### config.mk
export PLATFORM = sky130hd
export DESIGN_NAME = paq_top
export DESIGN_NICKNAME = d
export VERILOG_FILES = /design/src/pkg/paq_pkg.sv /design/src/core/paq_top.sv /design/src/core/paq_resolve.sv
export SDC_FILE = /design/constraint.sdc
export NUM_CORES = 1
export LEC_CHECK = 0
export BUFFER_PORTS_ARGS = -buffer_cell sky130_fd_sc_hd__clkbuf_2
export CAP_MARGIN = 40
export CORE_UTILIZATION = 34
export CTS_CLUSTER_DIAMETER = 100
export DETAILED_ROUTE_END_ITERATION = 10
export SYNTH_ARGS = -nofsm -noshare
export SYNTH_HDL_FRONTEND = slang
export SYNTH_HIERARCHICAL = 1
export SYNTH_SLANG_ARGS = --single-unit
### constraint.sdc
create_clock -name I_CLOCK -period 13.35 [get_ports I_CLOCK]
set_input_delay 0.6675 -clock I_CLOCK [delete_from_list [all_inputs] [get_ports I_CLOCK]]
set_output_delay 0.6675 -clock I_CLOCK [all_outputs]
set_load 0.1 [all_outputs]
### src/pkg/paq_pkg.sv
// Shared constants, register map and carrier types for the PWM action qualifier.
package paq_pkg;

    localparam int          CNT_W = 16;

    // Register byte offsets on the APB bus.
    localparam logic [7:0] ADDR_CTRL     = 8'h00;
    localparam logic [7:0] ADDR_PERIOD   = 8'h04;
    localparam logic [7:0] ADDR_COMPARE_A_VALUE     = 8'h08;
    localparam logic [7:0] ADDR_COMPARE_B_VALUE     = 8'h0c;
    localparam logic [7:0] ADDR_ACT_A    = 8'h10;
    localparam logic [7:0] ADDR_ACT_B    = 8'h14;
    localparam logic [7:0] ADDR_FORCE    = 8'h18;
    localparam logic [7:0] ADDR_STATUS   = 8'h1c;
    localparam logic [7:0] ADDR_ACT_CMP  = 8'h20;
    localparam logic [7:0] ADDR_ACT_PRD  = 8'h24;

    // Field positions.
    localparam int          CTRL_MODE_LSB   = 0;
    localparam int          CTRL_LOAD_PRD   = 2;
    localparam int          CTRL_RUN        = 3;
    localparam int          FRC_A_LSB       = 0;
    localparam int          FRC_B_LSB       = 2;
    localparam int          FRC_FIRE_A      = 4;
    localparam int          FRC_FIRE_B      = 5;
    localparam int          ACT_CFG_W       = 12;

    typedef enum logic [1:0] {
        MODE_UP     = 2'h0,
        MODE_DOWN   = 2'h1,
        MODE_UPDOWN = 2'h2,
        MODE_STOP   = 2'h3
    } paq_mode_type;

    typedef enum logic [1:0] {
        ACT_NONE   = 2'h0,
        ACT_CLEAR  = 2'h1,
        ACT_SET    = 2'h2,
        ACT_TOGGLE = 2'h3
    } paq_act_type;

    // Per-output action for each counter event; zero sits in the low bits.
    typedef struct packed {
        paq_act_type cbd;
        paq_act_type cmp_b_up_match;
        paq_act_type cad;
        paq_act_type cmp_a_up_match;
        paq_act_type period;
        paq_act_type zero;
    } paq_cfg_type;

    typedef struct packed {
        logic sw;
        logic zero;
        logic period;
        logic cmp_a_up_match;
        logic cad;
        logic cmp_b_up_match;
        logic cbd;
    } paq_ev_type;

    // Events and their actions in priority order, slot 0 the highest.
    typedef struct packed {
        logic [6:0]       hit;
        paq_act_type [6:0] act;
    } paq_sel_type;

    typedef struct packed {
        paq_mode_type       mode;
        logic               load_prd;
        logic               run;
        logic [CNT_W-1:0]   prd_sh;
        logic [CNT_W-1:0]   prd_act;
        logic [CNT_W-1:0]   compare_a_value_sh;
        logic [CNT_W-1:0]   compare_a_value_act;
        logic [CNT_W-1:0]   compare_b_value_sh;
        logic [CNT_W-1:0]   compare_b_value_act;
        logic [CNT_W-1:0]   cnt;
        logic               dir_up;
        paq_cfg_type        cfg_a;
        paq_cfg_type        cfg_b;
        paq_act_type        frc_a;
        paq_act_type        frc_b;
        logic               fire_a;
        logic               fire_b;
        logic               out_a;
        logic               out_b;
        logic               pready;
        logic               pslverr;
        logic [31:0]        prdata;
    } paq_state_type;

    localparam paq_mode_type     RST_MODE = MODE_UP;
    localparam logic [CNT_W-1:0] RST_PRD  = 16'h0000;
    localparam logic [CNT_W-1:0] RST_CMP  = 16'h0000;

endpackage : paq_pkg

### src/core/paq_top.sv
// Action qualifier of one PWM channel with its time base and APB register file.
`timescale 1ns/100ps
module paq_top (
    input  wire logic        I_CLOCK,
    input  wire logic        I_SYS_RST,
    input  wire logic        I_PSEL,
    input  wire logic        I_PENABLE,
    input  wire logic        I_PWRITE,
    input  wire logic [7:0]  I_PADDR,
    input  wire logic [31:0] I_PWDATA,
    output logic      [31:0] O_PRDATA,
    output logic             O_PREADY,
    output logic             O_PSLVERR,
    output logic             O_PWM_OUTPUT_A,
    output logic             O_PWM_OUTPUT_B
);

    localparam int W = paq_pkg::CNT_W;

    paq_pkg::paq_state_type st_r;
    paq_pkg::paq_state_type st_nxt;
    paq_pkg::paq_ev_type    ev_a;
    paq_pkg::paq_ev_type    ev_b;
    paq_pkg::paq_sel_type   sel_a;
    paq_pkg::paq_sel_type   sel_b;
    logic [1:0]             compare_a_value_ev;
    logic [1:0]             compare_b_value_ev;
    logic                   counting;
    logic                   prio_up;
    logic                   at_zero;
    logic                   at_prd;
    logic                   level_a;
    logic                   level_b;
    logic                   access;

    // Returns {up_event, down_event} for one compare value.
    function automatic logic [1:0] cmp_events(input paq_pkg::paq_mode_type mode,
                                              input logic dir_up,
                                              input logic [W-1:0] cnt,
                                              input logic [W-1:0] prd,
                                              input logic [W-1:0] cmp);
        logic up;
        logic dn;
        up = 1'b0;
        dn = 1'b0;
        case (mode)
            paq_pkg::MODE_UP: begin
                up = (cmp <= prd) && (cnt == cmp);
            end
            paq_pkg::MODE_DOWN: begin
                dn = (cmp < prd) ? (cnt == cmp) : (cnt == prd);
            end
            paq_pkg::MODE_UPDOWN: begin
                if (cmp < prd) begin
                    up = dir_up && (cnt == cmp);
                    dn = !dir_up && (cnt == cmp);
                end else begin
                    up = (cnt == prd);
                    dn = (cnt == prd);
                end
            end
            default: begin
                up = 1'b0;
                dn = 1'b0;
            end
        endcase
        return {up, dn};
    endfunction : cmp_events

    // Orders the events of one output by the priority of the current mode.
    function automatic paq_pkg::paq_sel_type order_events(input paq_pkg::paq_mode_type mode,
                                                         input logic rising,
                                                         input paq_pkg::paq_ev_type ev,
                                                         input paq_pkg::paq_cfg_type cfg,
                                                         input paq_pkg::paq_act_type frc);
        paq_pkg::paq_sel_type s;
        s.hit    = 7'h00;
        s.act    = '{default: paq_pkg::ACT_NONE};
        s.hit[0] = ev.sw;
        s.act[0] = frc;
        case (mode)
            paq_pkg::MODE_UP: begin
                s.hit[6:1] = {1'b0, 1'b0, ev.zero, ev.cmp_a_up_match, ev.cmp_b_up_match, ev.period};
                s.act[1]   = cfg.period;
                s.act[2]   = cfg.cmp_b_up_match;
                s.act[3]   = cfg.cmp_a_up_match;
                s.act[4]   = cfg.zero;
            end
            paq_pkg::MODE_DOWN: begin
                s.hit[6:1] = {1'b0, 1'b0, ev.period, ev.cad, ev.cbd, ev.zero};
                s.act[1]   = cfg.zero;
                s.act[2]   = cfg.cbd;
                s.act[3]   = cfg.cad;
                s.act[4]   = cfg.period;
            end
            paq_pkg::MODE_UPDOWN: begin
                if (rising) begin
                    s.hit[6:1] = {ev.period, ev.cad, ev.cbd, ev.zero, ev.cmp_a_up_match, ev.cmp_b_up_match};
                    s.act[1]   = cfg.cmp_b_up_match;
                    s.act[2]   = cfg.cmp_a_up_match;
                    s.act[3]   = cfg.zero;
                    s.act[4]   = cfg.cbd;
                    s.act[5]   = cfg.cad;
                    s.act[6]   = cfg.period;
                end else begin
                    s.hit[6:1] = {ev.zero, ev.cmp_a_up_match, ev.cmp_b_up_match, ev.period, ev.cad, ev.cbd};
                    s.act[1]   = cfg.cbd;
                    s.act[2]   = cfg.cad;
                    s.act[3]   = cfg.period;
                    s.act[4]   = cfg.cmp_b_up_match;
                    s.act[5]   = cfg.cmp_a_up_match;
                    s.act[6]   = cfg.zero;
                end
            end
            default: begin
                s.hit[6:1] = 6'h00;
            end
        endcase
        return s;
    endfunction : order_events

    function automatic logic addr_mapped(input logic [7:0] addr);
        return (addr == paq_pkg::ADDR_CTRL) || (addr == paq_pkg::ADDR_PERIOD) ||
               (addr == paq_pkg::ADDR_COMPARE_A_VALUE) || (addr == paq_pkg::ADDR_COMPARE_B_VALUE) ||
               (addr == paq_pkg::ADDR_ACT_A) || (addr == paq_pkg::ADDR_ACT_B) ||
               (addr == paq_pkg::ADDR_FORCE) || (addr == paq_pkg::ADDR_STATUS) ||
               (addr == paq_pkg::ADDR_ACT_CMP) || (addr == paq_pkg::ADDR_ACT_PRD);
    endfunction : addr_mapped

    function automatic logic [31:0] read_mux(input paq_pkg::paq_state_type s, input logic [7:0] addr);
        logic [31:0] d;
        d = 32'h0000_0000;
        if (addr == paq_pkg::ADDR_CTRL) begin
            d[3:0] = {s.run, s.load_prd, s.mode};
        end else if (addr == paq_pkg::ADDR_PERIOD) begin
            d[W-1:0] = s.prd_sh;
        end else if (addr == paq_pkg::ADDR_COMPARE_A_VALUE) begin
            d[W-1:0] = s.compare_a_value_sh;
        end else if (addr == paq_pkg::ADDR_COMPARE_B_VALUE) begin
            d[W-1:0] = s.compare_b_value_sh;
        end else if (addr == paq_pkg::ADDR_ACT_A) begin
            d[paq_pkg::ACT_CFG_W-1:0] = s.cfg_a;
        end else if (addr == paq_pkg::ADDR_ACT_B) begin
            d[paq_pkg::ACT_CFG_W-1:0] = s.cfg_b;
        end else if (addr == paq_pkg::ADDR_FORCE) begin
            d[3:0] = {s.frc_b, s.frc_a};
        end else if (addr == paq_pkg::ADDR_STATUS) begin
            d[W+2:0] = {s.out_b, s.out_a, s.dir_up, s.cnt};
        end else if (addr == paq_pkg::ADDR_ACT_CMP) begin
            d = {s.compare_b_value_act, s.compare_a_value_act};
        end else if (addr == paq_pkg::ADDR_ACT_PRD) begin
            d[W-1:0] = s.prd_act;
        end
        return d;
    endfunction : read_mux

    // Event generation; every comparison uses the active copies only.
    always_comb begin
        counting = st_r.run && (st_r.mode != paq_pkg::MODE_STOP);
        at_zero  = (st_r.cnt == {W{1'b0}});
        at_prd   = (st_r.cnt == st_r.prd_act);
        // The zero point belongs to the rising half, the period to whichever way the counter came.
        prio_up  = at_zero || st_r.dir_up;
        compare_a_value_ev  = cmp_events(st_r.mode, st_r.dir_up, st_r.cnt, st_r.prd_act, st_r.compare_a_value_act);
        compare_b_value_ev  = cmp_events(st_r.mode, st_r.dir_up, st_r.cnt, st_r.prd_act, st_r.compare_b_value_act);
        ev_a.sw     = st_r.fire_a;
        ev_a.zero   = counting && at_zero;
        ev_a.period = counting && at_prd;
        ev_a.cmp_a_up_match    = counting && compare_a_value_ev[1];
        ev_a.cad    = counting && compare_a_value_ev[0];
        ev_a.cmp_b_up_match    = counting && compare_b_value_ev[1];
        ev_a.cbd    = counting && compare_b_value_ev[0];
        ev_b        = ev_a;
        ev_b.sw     = st_r.fire_b;
        sel_a = order_events(st_r.mode, prio_up, ev_a, st_r.cfg_a, st_r.frc_a);
        sel_b = order_events(st_r.mode, prio_up, ev_b, st_r.cfg_b, st_r.frc_b);
    end

    paq_resolve u_resolve_a (
        .i_sel   (sel_a),
        .i_level (st_r.out_a),
        .o_level (level_a)
    );

    paq_resolve u_resolve_b (
        .i_sel   (sel_b),
        .i_level (st_r.out_b),
        .o_level (level_b)
    );

    always_comb begin
        st_nxt = st_r;
        access = I_PSEL && I_PENABLE;
        st_nxt.out_a   = level_a;
        st_nxt.out_b   = level_b;
        // A force is a one-cycle event; a fresh write below may raise it again.
        st_nxt.fire_a  = 1'b0;
        st_nxt.fire_b  = 1'b0;
        st_nxt.pready  = 1'b0;
        st_nxt.pslverr = 1'b0;

        // Time base.
        if (counting) begin
            case (st_r.mode)
                paq_pkg::MODE_UP: begin
                    st_nxt.dir_up = 1'b1;
                    // A lowered period must not leave the counter stranded above it.
                    st_nxt.cnt = (st_r.cnt >= st_r.prd_act) ? {W{1'b0}} : W'(st_r.cnt + 1'b1);
                end
                paq_pkg::MODE_DOWN: begin
                    st_nxt.dir_up = 1'b0;
                    st_nxt.cnt = (at_zero || st_r.cnt > st_r.prd_act) ? st_r.prd_act : W'(st_r.cnt - 1'b1);
                end
                default: begin
                    // Direction flips as the counter leaves an end, so zero is reached falling.
                    if (st_r.dir_up) begin
                        if (st_r.cnt >= st_r.prd_act) begin
                            st_nxt.dir_up = 1'b0;
                            st_nxt.cnt    = at_zero ? st_r.cnt : W'(st_r.cnt - 1'b1);
                        end else begin
                            st_nxt.cnt = W'(st_r.cnt + 1'b1);
                        end
                    end else if (at_zero) begin
                        st_nxt.dir_up = 1'b1;
                        st_nxt.cnt    = (st_r.prd_act == {W{1'b0}}) ? st_r.cnt : W'(st_r.cnt + 1'b1);
                    end else begin
                        st_nxt.cnt = W'(st_r.cnt - 1'b1);
                    end
                end
            endcase
            if (at_zero) begin
                st_nxt.prd_act = st_r.prd_sh;
            end
            if (st_r.load_prd ? at_prd : at_zero) begin
                st_nxt.compare_a_value_act = st_r.compare_a_value_sh;
                st_nxt.compare_b_value_act = st_r.compare_b_value_sh;
            end
        end

        // APB slave: one wait state, then the transfer completes.
        if (access && !st_r.pready) begin
            st_nxt.pready  = 1'b1;
            st_nxt.pslverr = !addr_mapped(I_PADDR);
            st_nxt.prdata  = I_PWRITE ? 32'h0000_0000 : read_mux(st_r, I_PADDR);
        end
        if (access && st_r.pready && I_PWRITE) begin
            if (I_PADDR == paq_pkg::ADDR_CTRL) begin
                st_nxt.mode     = paq_pkg::paq_mode_type'(I_PWDATA[paq_pkg::CTRL_MODE_LSB +: 2]);
                st_nxt.load_prd = I_PWDATA[paq_pkg::CTRL_LOAD_PRD];
                st_nxt.run      = I_PWDATA[paq_pkg::CTRL_RUN];
            end else if (I_PADDR == paq_pkg::ADDR_PERIOD) begin
                st_nxt.prd_sh = I_PWDATA[W-1:0];
            end else if (I_PADDR == paq_pkg::ADDR_COMPARE_A_VALUE) begin
                st_nxt.compare_a_value_sh = I_PWDATA[W-1:0];
            end else if (I_PADDR == paq_pkg::ADDR_COMPARE_B_VALUE) begin
                st_nxt.compare_b_value_sh = I_PWDATA[W-1:0];
            end else if (I_PADDR == paq_pkg::ADDR_ACT_A) begin
                st_nxt.cfg_a = paq_pkg::paq_cfg_type'(I_PWDATA[paq_pkg::ACT_CFG_W-1:0]);
            end else if (I_PADDR == paq_pkg::ADDR_ACT_B) begin
                st_nxt.cfg_b = paq_pkg::paq_cfg_type'(I_PWDATA[paq_pkg::ACT_CFG_W-1:0]);
            end else if (I_PADDR == paq_pkg::ADDR_FORCE) begin
                st_nxt.frc_a  = paq_pkg::paq_act_type'(I_PWDATA[paq_pkg::FRC_A_LSB +: 2]);
                st_nxt.frc_b  = paq_pkg::paq_act_type'(I_PWDATA[paq_pkg::FRC_B_LSB +: 2]);
                st_nxt.fire_a = I_PWDATA[paq_pkg::FRC_FIRE_A];
                st_nxt.fire_b = I_PWDATA[paq_pkg::FRC_FIRE_B];
            end
        end
    end

    always_ff @(posedge I_CLOCK or posedge I_SYS_RST) begin
        if (I_SYS_RST) begin
            st_r          <= '0;
            st_r.mode     <= paq_pkg::RST_MODE;
            st_r.prd_sh   <= paq_pkg::RST_PRD;
            st_r.prd_act  <= paq_pkg::RST_PRD;
            st_r.compare_a_value_sh  <= paq_pkg::RST_CMP;
            st_r.compare_a_value_act <= paq_pkg::RST_CMP;
            st_r.compare_b_value_sh  <= paq_pkg::RST_CMP;
            st_r.compare_b_value_act <= paq_pkg::RST_CMP;
            st_r.dir_up   <= 1'b1;
            st_r.cfg_a    <= '{default: paq_pkg::ACT_NONE};
            st_r.cfg_b    <= '{default: paq_pkg::ACT_NONE};
        end else begin
            st_r <= st_nxt;
        end
    end

    assign O_PRDATA       = st_r.prdata;
    assign O_PREADY       = st_r.pready;
    assign O_PSLVERR      = st_r.pslverr;
    assign O_PWM_OUTPUT_A = st_r.out_a;
    assign O_PWM_OUTPUT_B = st_r.out_b;
endmodule : paq_top

### src/core/paq_resolve.sv
// Picks the highest-priority event whose action is not none for one output and applies that action.
`timescale 1ns/100ps
module paq_resolve (
    input  wire paq_pkg::paq_sel_type i_sel,
    input  wire logic                 i_level,
    output logic                      o_level
);

    paq_pkg::paq_act_type chosen;
    logic                 any_hit;

    always_comb begin
        chosen  = paq_pkg::ACT_NONE;
        any_hit = 1'b0;
        // Walk from lowest to highest so the last hit standing wins.
        // A do-nothing event takes no part, or zero would mask the down-match clear that keeps 0% duty low.
        for (int i = 6; i >= 0; i--) begin
            if (i_sel.hit[i] && (i_sel.act[i] != paq_pkg::ACT_NONE)) begin
                chosen  = i_sel.act[i];
                any_hit = 1'b1;
            end
        end
        o_level = i_level;
        if (any_hit) begin
            case (chosen)
                paq_pkg::ACT_CLEAR:  o_level = 1'b0;
                paq_pkg::ACT_SET:    o_level = 1'b1;
                paq_pkg::ACT_TOGGLE: o_level = ~i_level;
                default:             o_level = i_level;
            endcase
        end
    end

endmodule : paq_resolve

==> impl_metrics.json <==
{
  "relSlewSlack_pct": 40.2,
  "ys_async_sr_fraction_pct": 100,
  "dr_wl_met3_mm": 2.21,
  "avgSynthCellArea_um2": 9.41,
  "via_count": 10038,
  "wl_per_cell_um": 22.3,
  "start_util_pct": 34.5,
  "r2r-end": "O_PWM_OUTPUT_A$_DFF_PP0_",
  "place_ws_ns": 9.02,
  "fin_area_um2": 12800,
  "crit_path_start_kind": "flip-flop",
  "crit_end": "O_PWM_OUTPUT_A$_DFF_PP0_",
  "die-area_um2": 34700,
  "dp_hpwl_mm": 28.0,
  "synth.cell_area_um2": 11600,
  "rows": 67,
  "hold_buffers": 0,
  "multiInputGateArea_um2": 6320,
  "grt_pass1_wl_mm": 58.1,
  "cts.repair.resized": 0,
  "r2r_setup_slack_ns": 8.94,
  "hold_viol": 0,
  "grt_usage_pct": 21.9,
  "routabilityCongestion": 0.941,
  "synth_edf_count": 0,
  "topRoutingLayerUsed": "met4",
  "core_area_um2": 33500,
  "synth-seq-cells": 183,
  "p_per_area_nw_per_um2": 94.9,
  "skew_ns": 0.0111,
  "postCtsSetupRepairBufs": 0,
  "placed_area_um2": 12100,
  "detail-route-antenna-nets": 0,
  "first_global_vias": 9525,
  "clk_latency_ns": 0.44,
  "ys_warn_count": 6,
  "finalSetupViolations": 0,
  "clock_path_buffers": 2,
  "reg2reg_from": "st_r[67]$_DFFE_PP0P_",
  "fin_crit_sh_pct": 33.0,
  "cp.arrival_ns": 4.77,
  "grt_max_degree": 107,
  "tightest_slew_ns": 0.896,
  "ys_seq_area_share_pct": 39.6,
  "end_kind": "flip-flop",
  "r2r_cells": 15,
  "cts_sinks": 183,
  "drt_iter0_drc": 1094,
  "overflow": 0,
  "wl_mm": 37.6,
  "layout-drive-gt1-share_pct": 18.9,
  "wl_met2_mm": 16.9,
  "max_freq_ghz": 0.227,
  "ir_worst_vdd_v": 0.0000801,
  "synth_ff_type": "dfrtp_1",
  "power_mw": 1.21,
  "drcViolationCount": 0,
  "crit_path_start": "st_r[67]$_DFFE_PP0P_",
  "power_leakage_nw": 5.97,
  "dr.pass1.iters": 7,
  "fin_util_pct": 38.1,
  "synthCells": 1228,
  "yosys.cell_types.count": 68,
  "tns_ns": 0,
  "worst-setup-path-type": "reg2reg",
  "seqCellArea_um2": 4580,
  "fillers": 3372,
  "hp-class": "in2async",
  "antenna_found_initial": 0,
  "final_max_slew_viol_count": 0,
  "period_needed_ns": 4.41,
  "io_pins": 81,
  "nNetsFinal": 1325,
  "met1_length_mm": 17.1,
  "rsz0062_at_grt": "false",
  "io_buffers": 64,
  "htree_num_levels": 4,
  "fin_ws_ns": 8.94,
  "critPathRequiredTime_ns": 13.71,
  "cts_root_buf": "clkbuf_16",
  "syn_nets": 1327,
  "critPathMaxFanout": 24,
  "n_antenna_cell": 0,
  "die_h_um": 186,
  "die_w_um": 186,
  "drv_cap": 0,
  "area_growth_pct": 10.6,
  "fin_cells": 1687,
  "status": "completed",
  "placedCellCount": 1654,
  "path_clk_slew_ns": 0.07,
  "cts_tree": "built",
  "viasPerCell": 5.95,
  "hold_slack_ns": 0.362,
  "cts_buffers": 17
}
[report_power, final]
part | switching, mW | internal, mW
Combinational | 0.0726 | 0.0254
Clock | 0.242 | 0.312
Sequential | 0.00474 | 0.557
Total | 0.319 | 0.894
[cells in the mapped netlist, drive strengths merged, types with 10 or more instances]
| library cell | instances | area, µm² |
|---|---|---|
| a21o | 10 | 75.1 |
| nor3 | 18 | 90.1 |
| a211oi | 14 | 105 |
| dfrtp | 182 | 4550 |
| xor2 | 20 | 175 |
| clkbuf | 64 | 241 |
| nand2 | 160 | 601 |
| o22ai | 10 | 62.6 |
| a22o | 35 | 307 |
| nand4 | 21 | 131 |
| buf | 42 | 303 |
| ha | 54 | 676 |
| a21oi | 48 | 248 |
| nand3 | 28 | 140 |
| o221ai | 13 | 114 |
| o21ai | 71 | 363 |
| inv | 33 | 124 |
| a21boi | 11 | 82.6 |
| xnor2 | 22 | 193 |
| a221oi | 15 | 131 |
| mux2 | 102 | 1150 |
| a222oi | 26 | 260 |
| nor2 | 81 | 304 |
| nor4 | 16 | 100 |
[how the worst min path moves through the flow]
stage | from | end | slack (ns) | cells past startpoint
CTS | I_SYS_RST | st_r[142]$_DFFE_PP0P_ | 0.38 | 2
global route | I_SYS_RST | st_r[142]$_DFFE_PP0P_ | 0.43 | 2
finish | I_SYS_RST | st_r[142]$_DFFE_PP0P_ | 0.36 | 2
floorplan | O_PRDATA[5]$_DFFE_PP0P_ | O_PRDATA[5]$_DFFE_PP0P_ | 0.45 | 2
detailed placement | O_PRDATA[12]$_DFFE_PP0P_ | O_PRDATA[12]$_DFFE_PP0P_ | 0.47 | 1
global placement | O_PRDATA[12]$_DFFE_PP0P_ | O_PRDATA[12]$_DFFE_PP0P_ | 0.46 | 1
[sequential cells by signal, summed over array words and instances, names as in the netlist, 2 cells and up]
signal / count
sel_b: 2
O_PRDATA: 32
st_r: 141
sel_a: 2
[critical path: stages, from the launching register on]
cell	delay, ns
dfrtp_1	0.54
inv_1	0.20
ha_1	0.21
or4b_4	0.51
or4_1	0.66
or2_1	0.47
nand2b_1	0.28
buf_8	0.22
nand2_1	0.07
nand2_1	0.07
a222oi_1	0.08
nor2_1	0.22
nand2_1	0.11
a221o_1	0.31
a31oi_1	0.18
a2bb2oi_1	0.17
[placed cells by master (no fill, tap or decap), types with 28 or more instances in the layout]
master | netlist | layout
ha_1 | 54 | 54
nor2_1 | 81 | 78
a21oi_1 | 46 | 46
inv_1 | 33 | 32
nand3_1 | 28 | 28
mux2_2 | 102 | 102
dfrtp_1 | 182 | 182
a22o_1 | 35 | 35
clkbuf_2 | 1 | 64
o21ai_0 | 65 | 65
nand2_1 | 160 | 160
[layout make-up]
class	instances	area share [%]
multi-input combinational	906	49.4
sequential	183	35.8
tap	448	4.38
timing repair buffer	85	4.43
inverter	33	1.03
clock inverter	13	1.40
clock buffer	19	3.54
[per-layer routing]
layer  track usage (%)  up-vias
met1              30.9     5040
met3              2.80       64
met4              10.2        0
li1                  -     4535
met2              33.1      399
met5                 0        -
[cell families (layout without fill, tap and decap cells)]
kind of cell | count (synthesis) | after routing | synth area share [%]
simple gates | 383 | 383 | 15.3
buf+inv | 139 | 150 | 5.78
mux | 103 | 103 | 10.0
fa+ha+maj | 54 | 54 | 5.84
compound gates | 324 | 324 | 20.2
xor+xnor | 42 | 42 | 3.18
flops | 183 | 183 | 39.6
(Power assumes the default switching activity.)
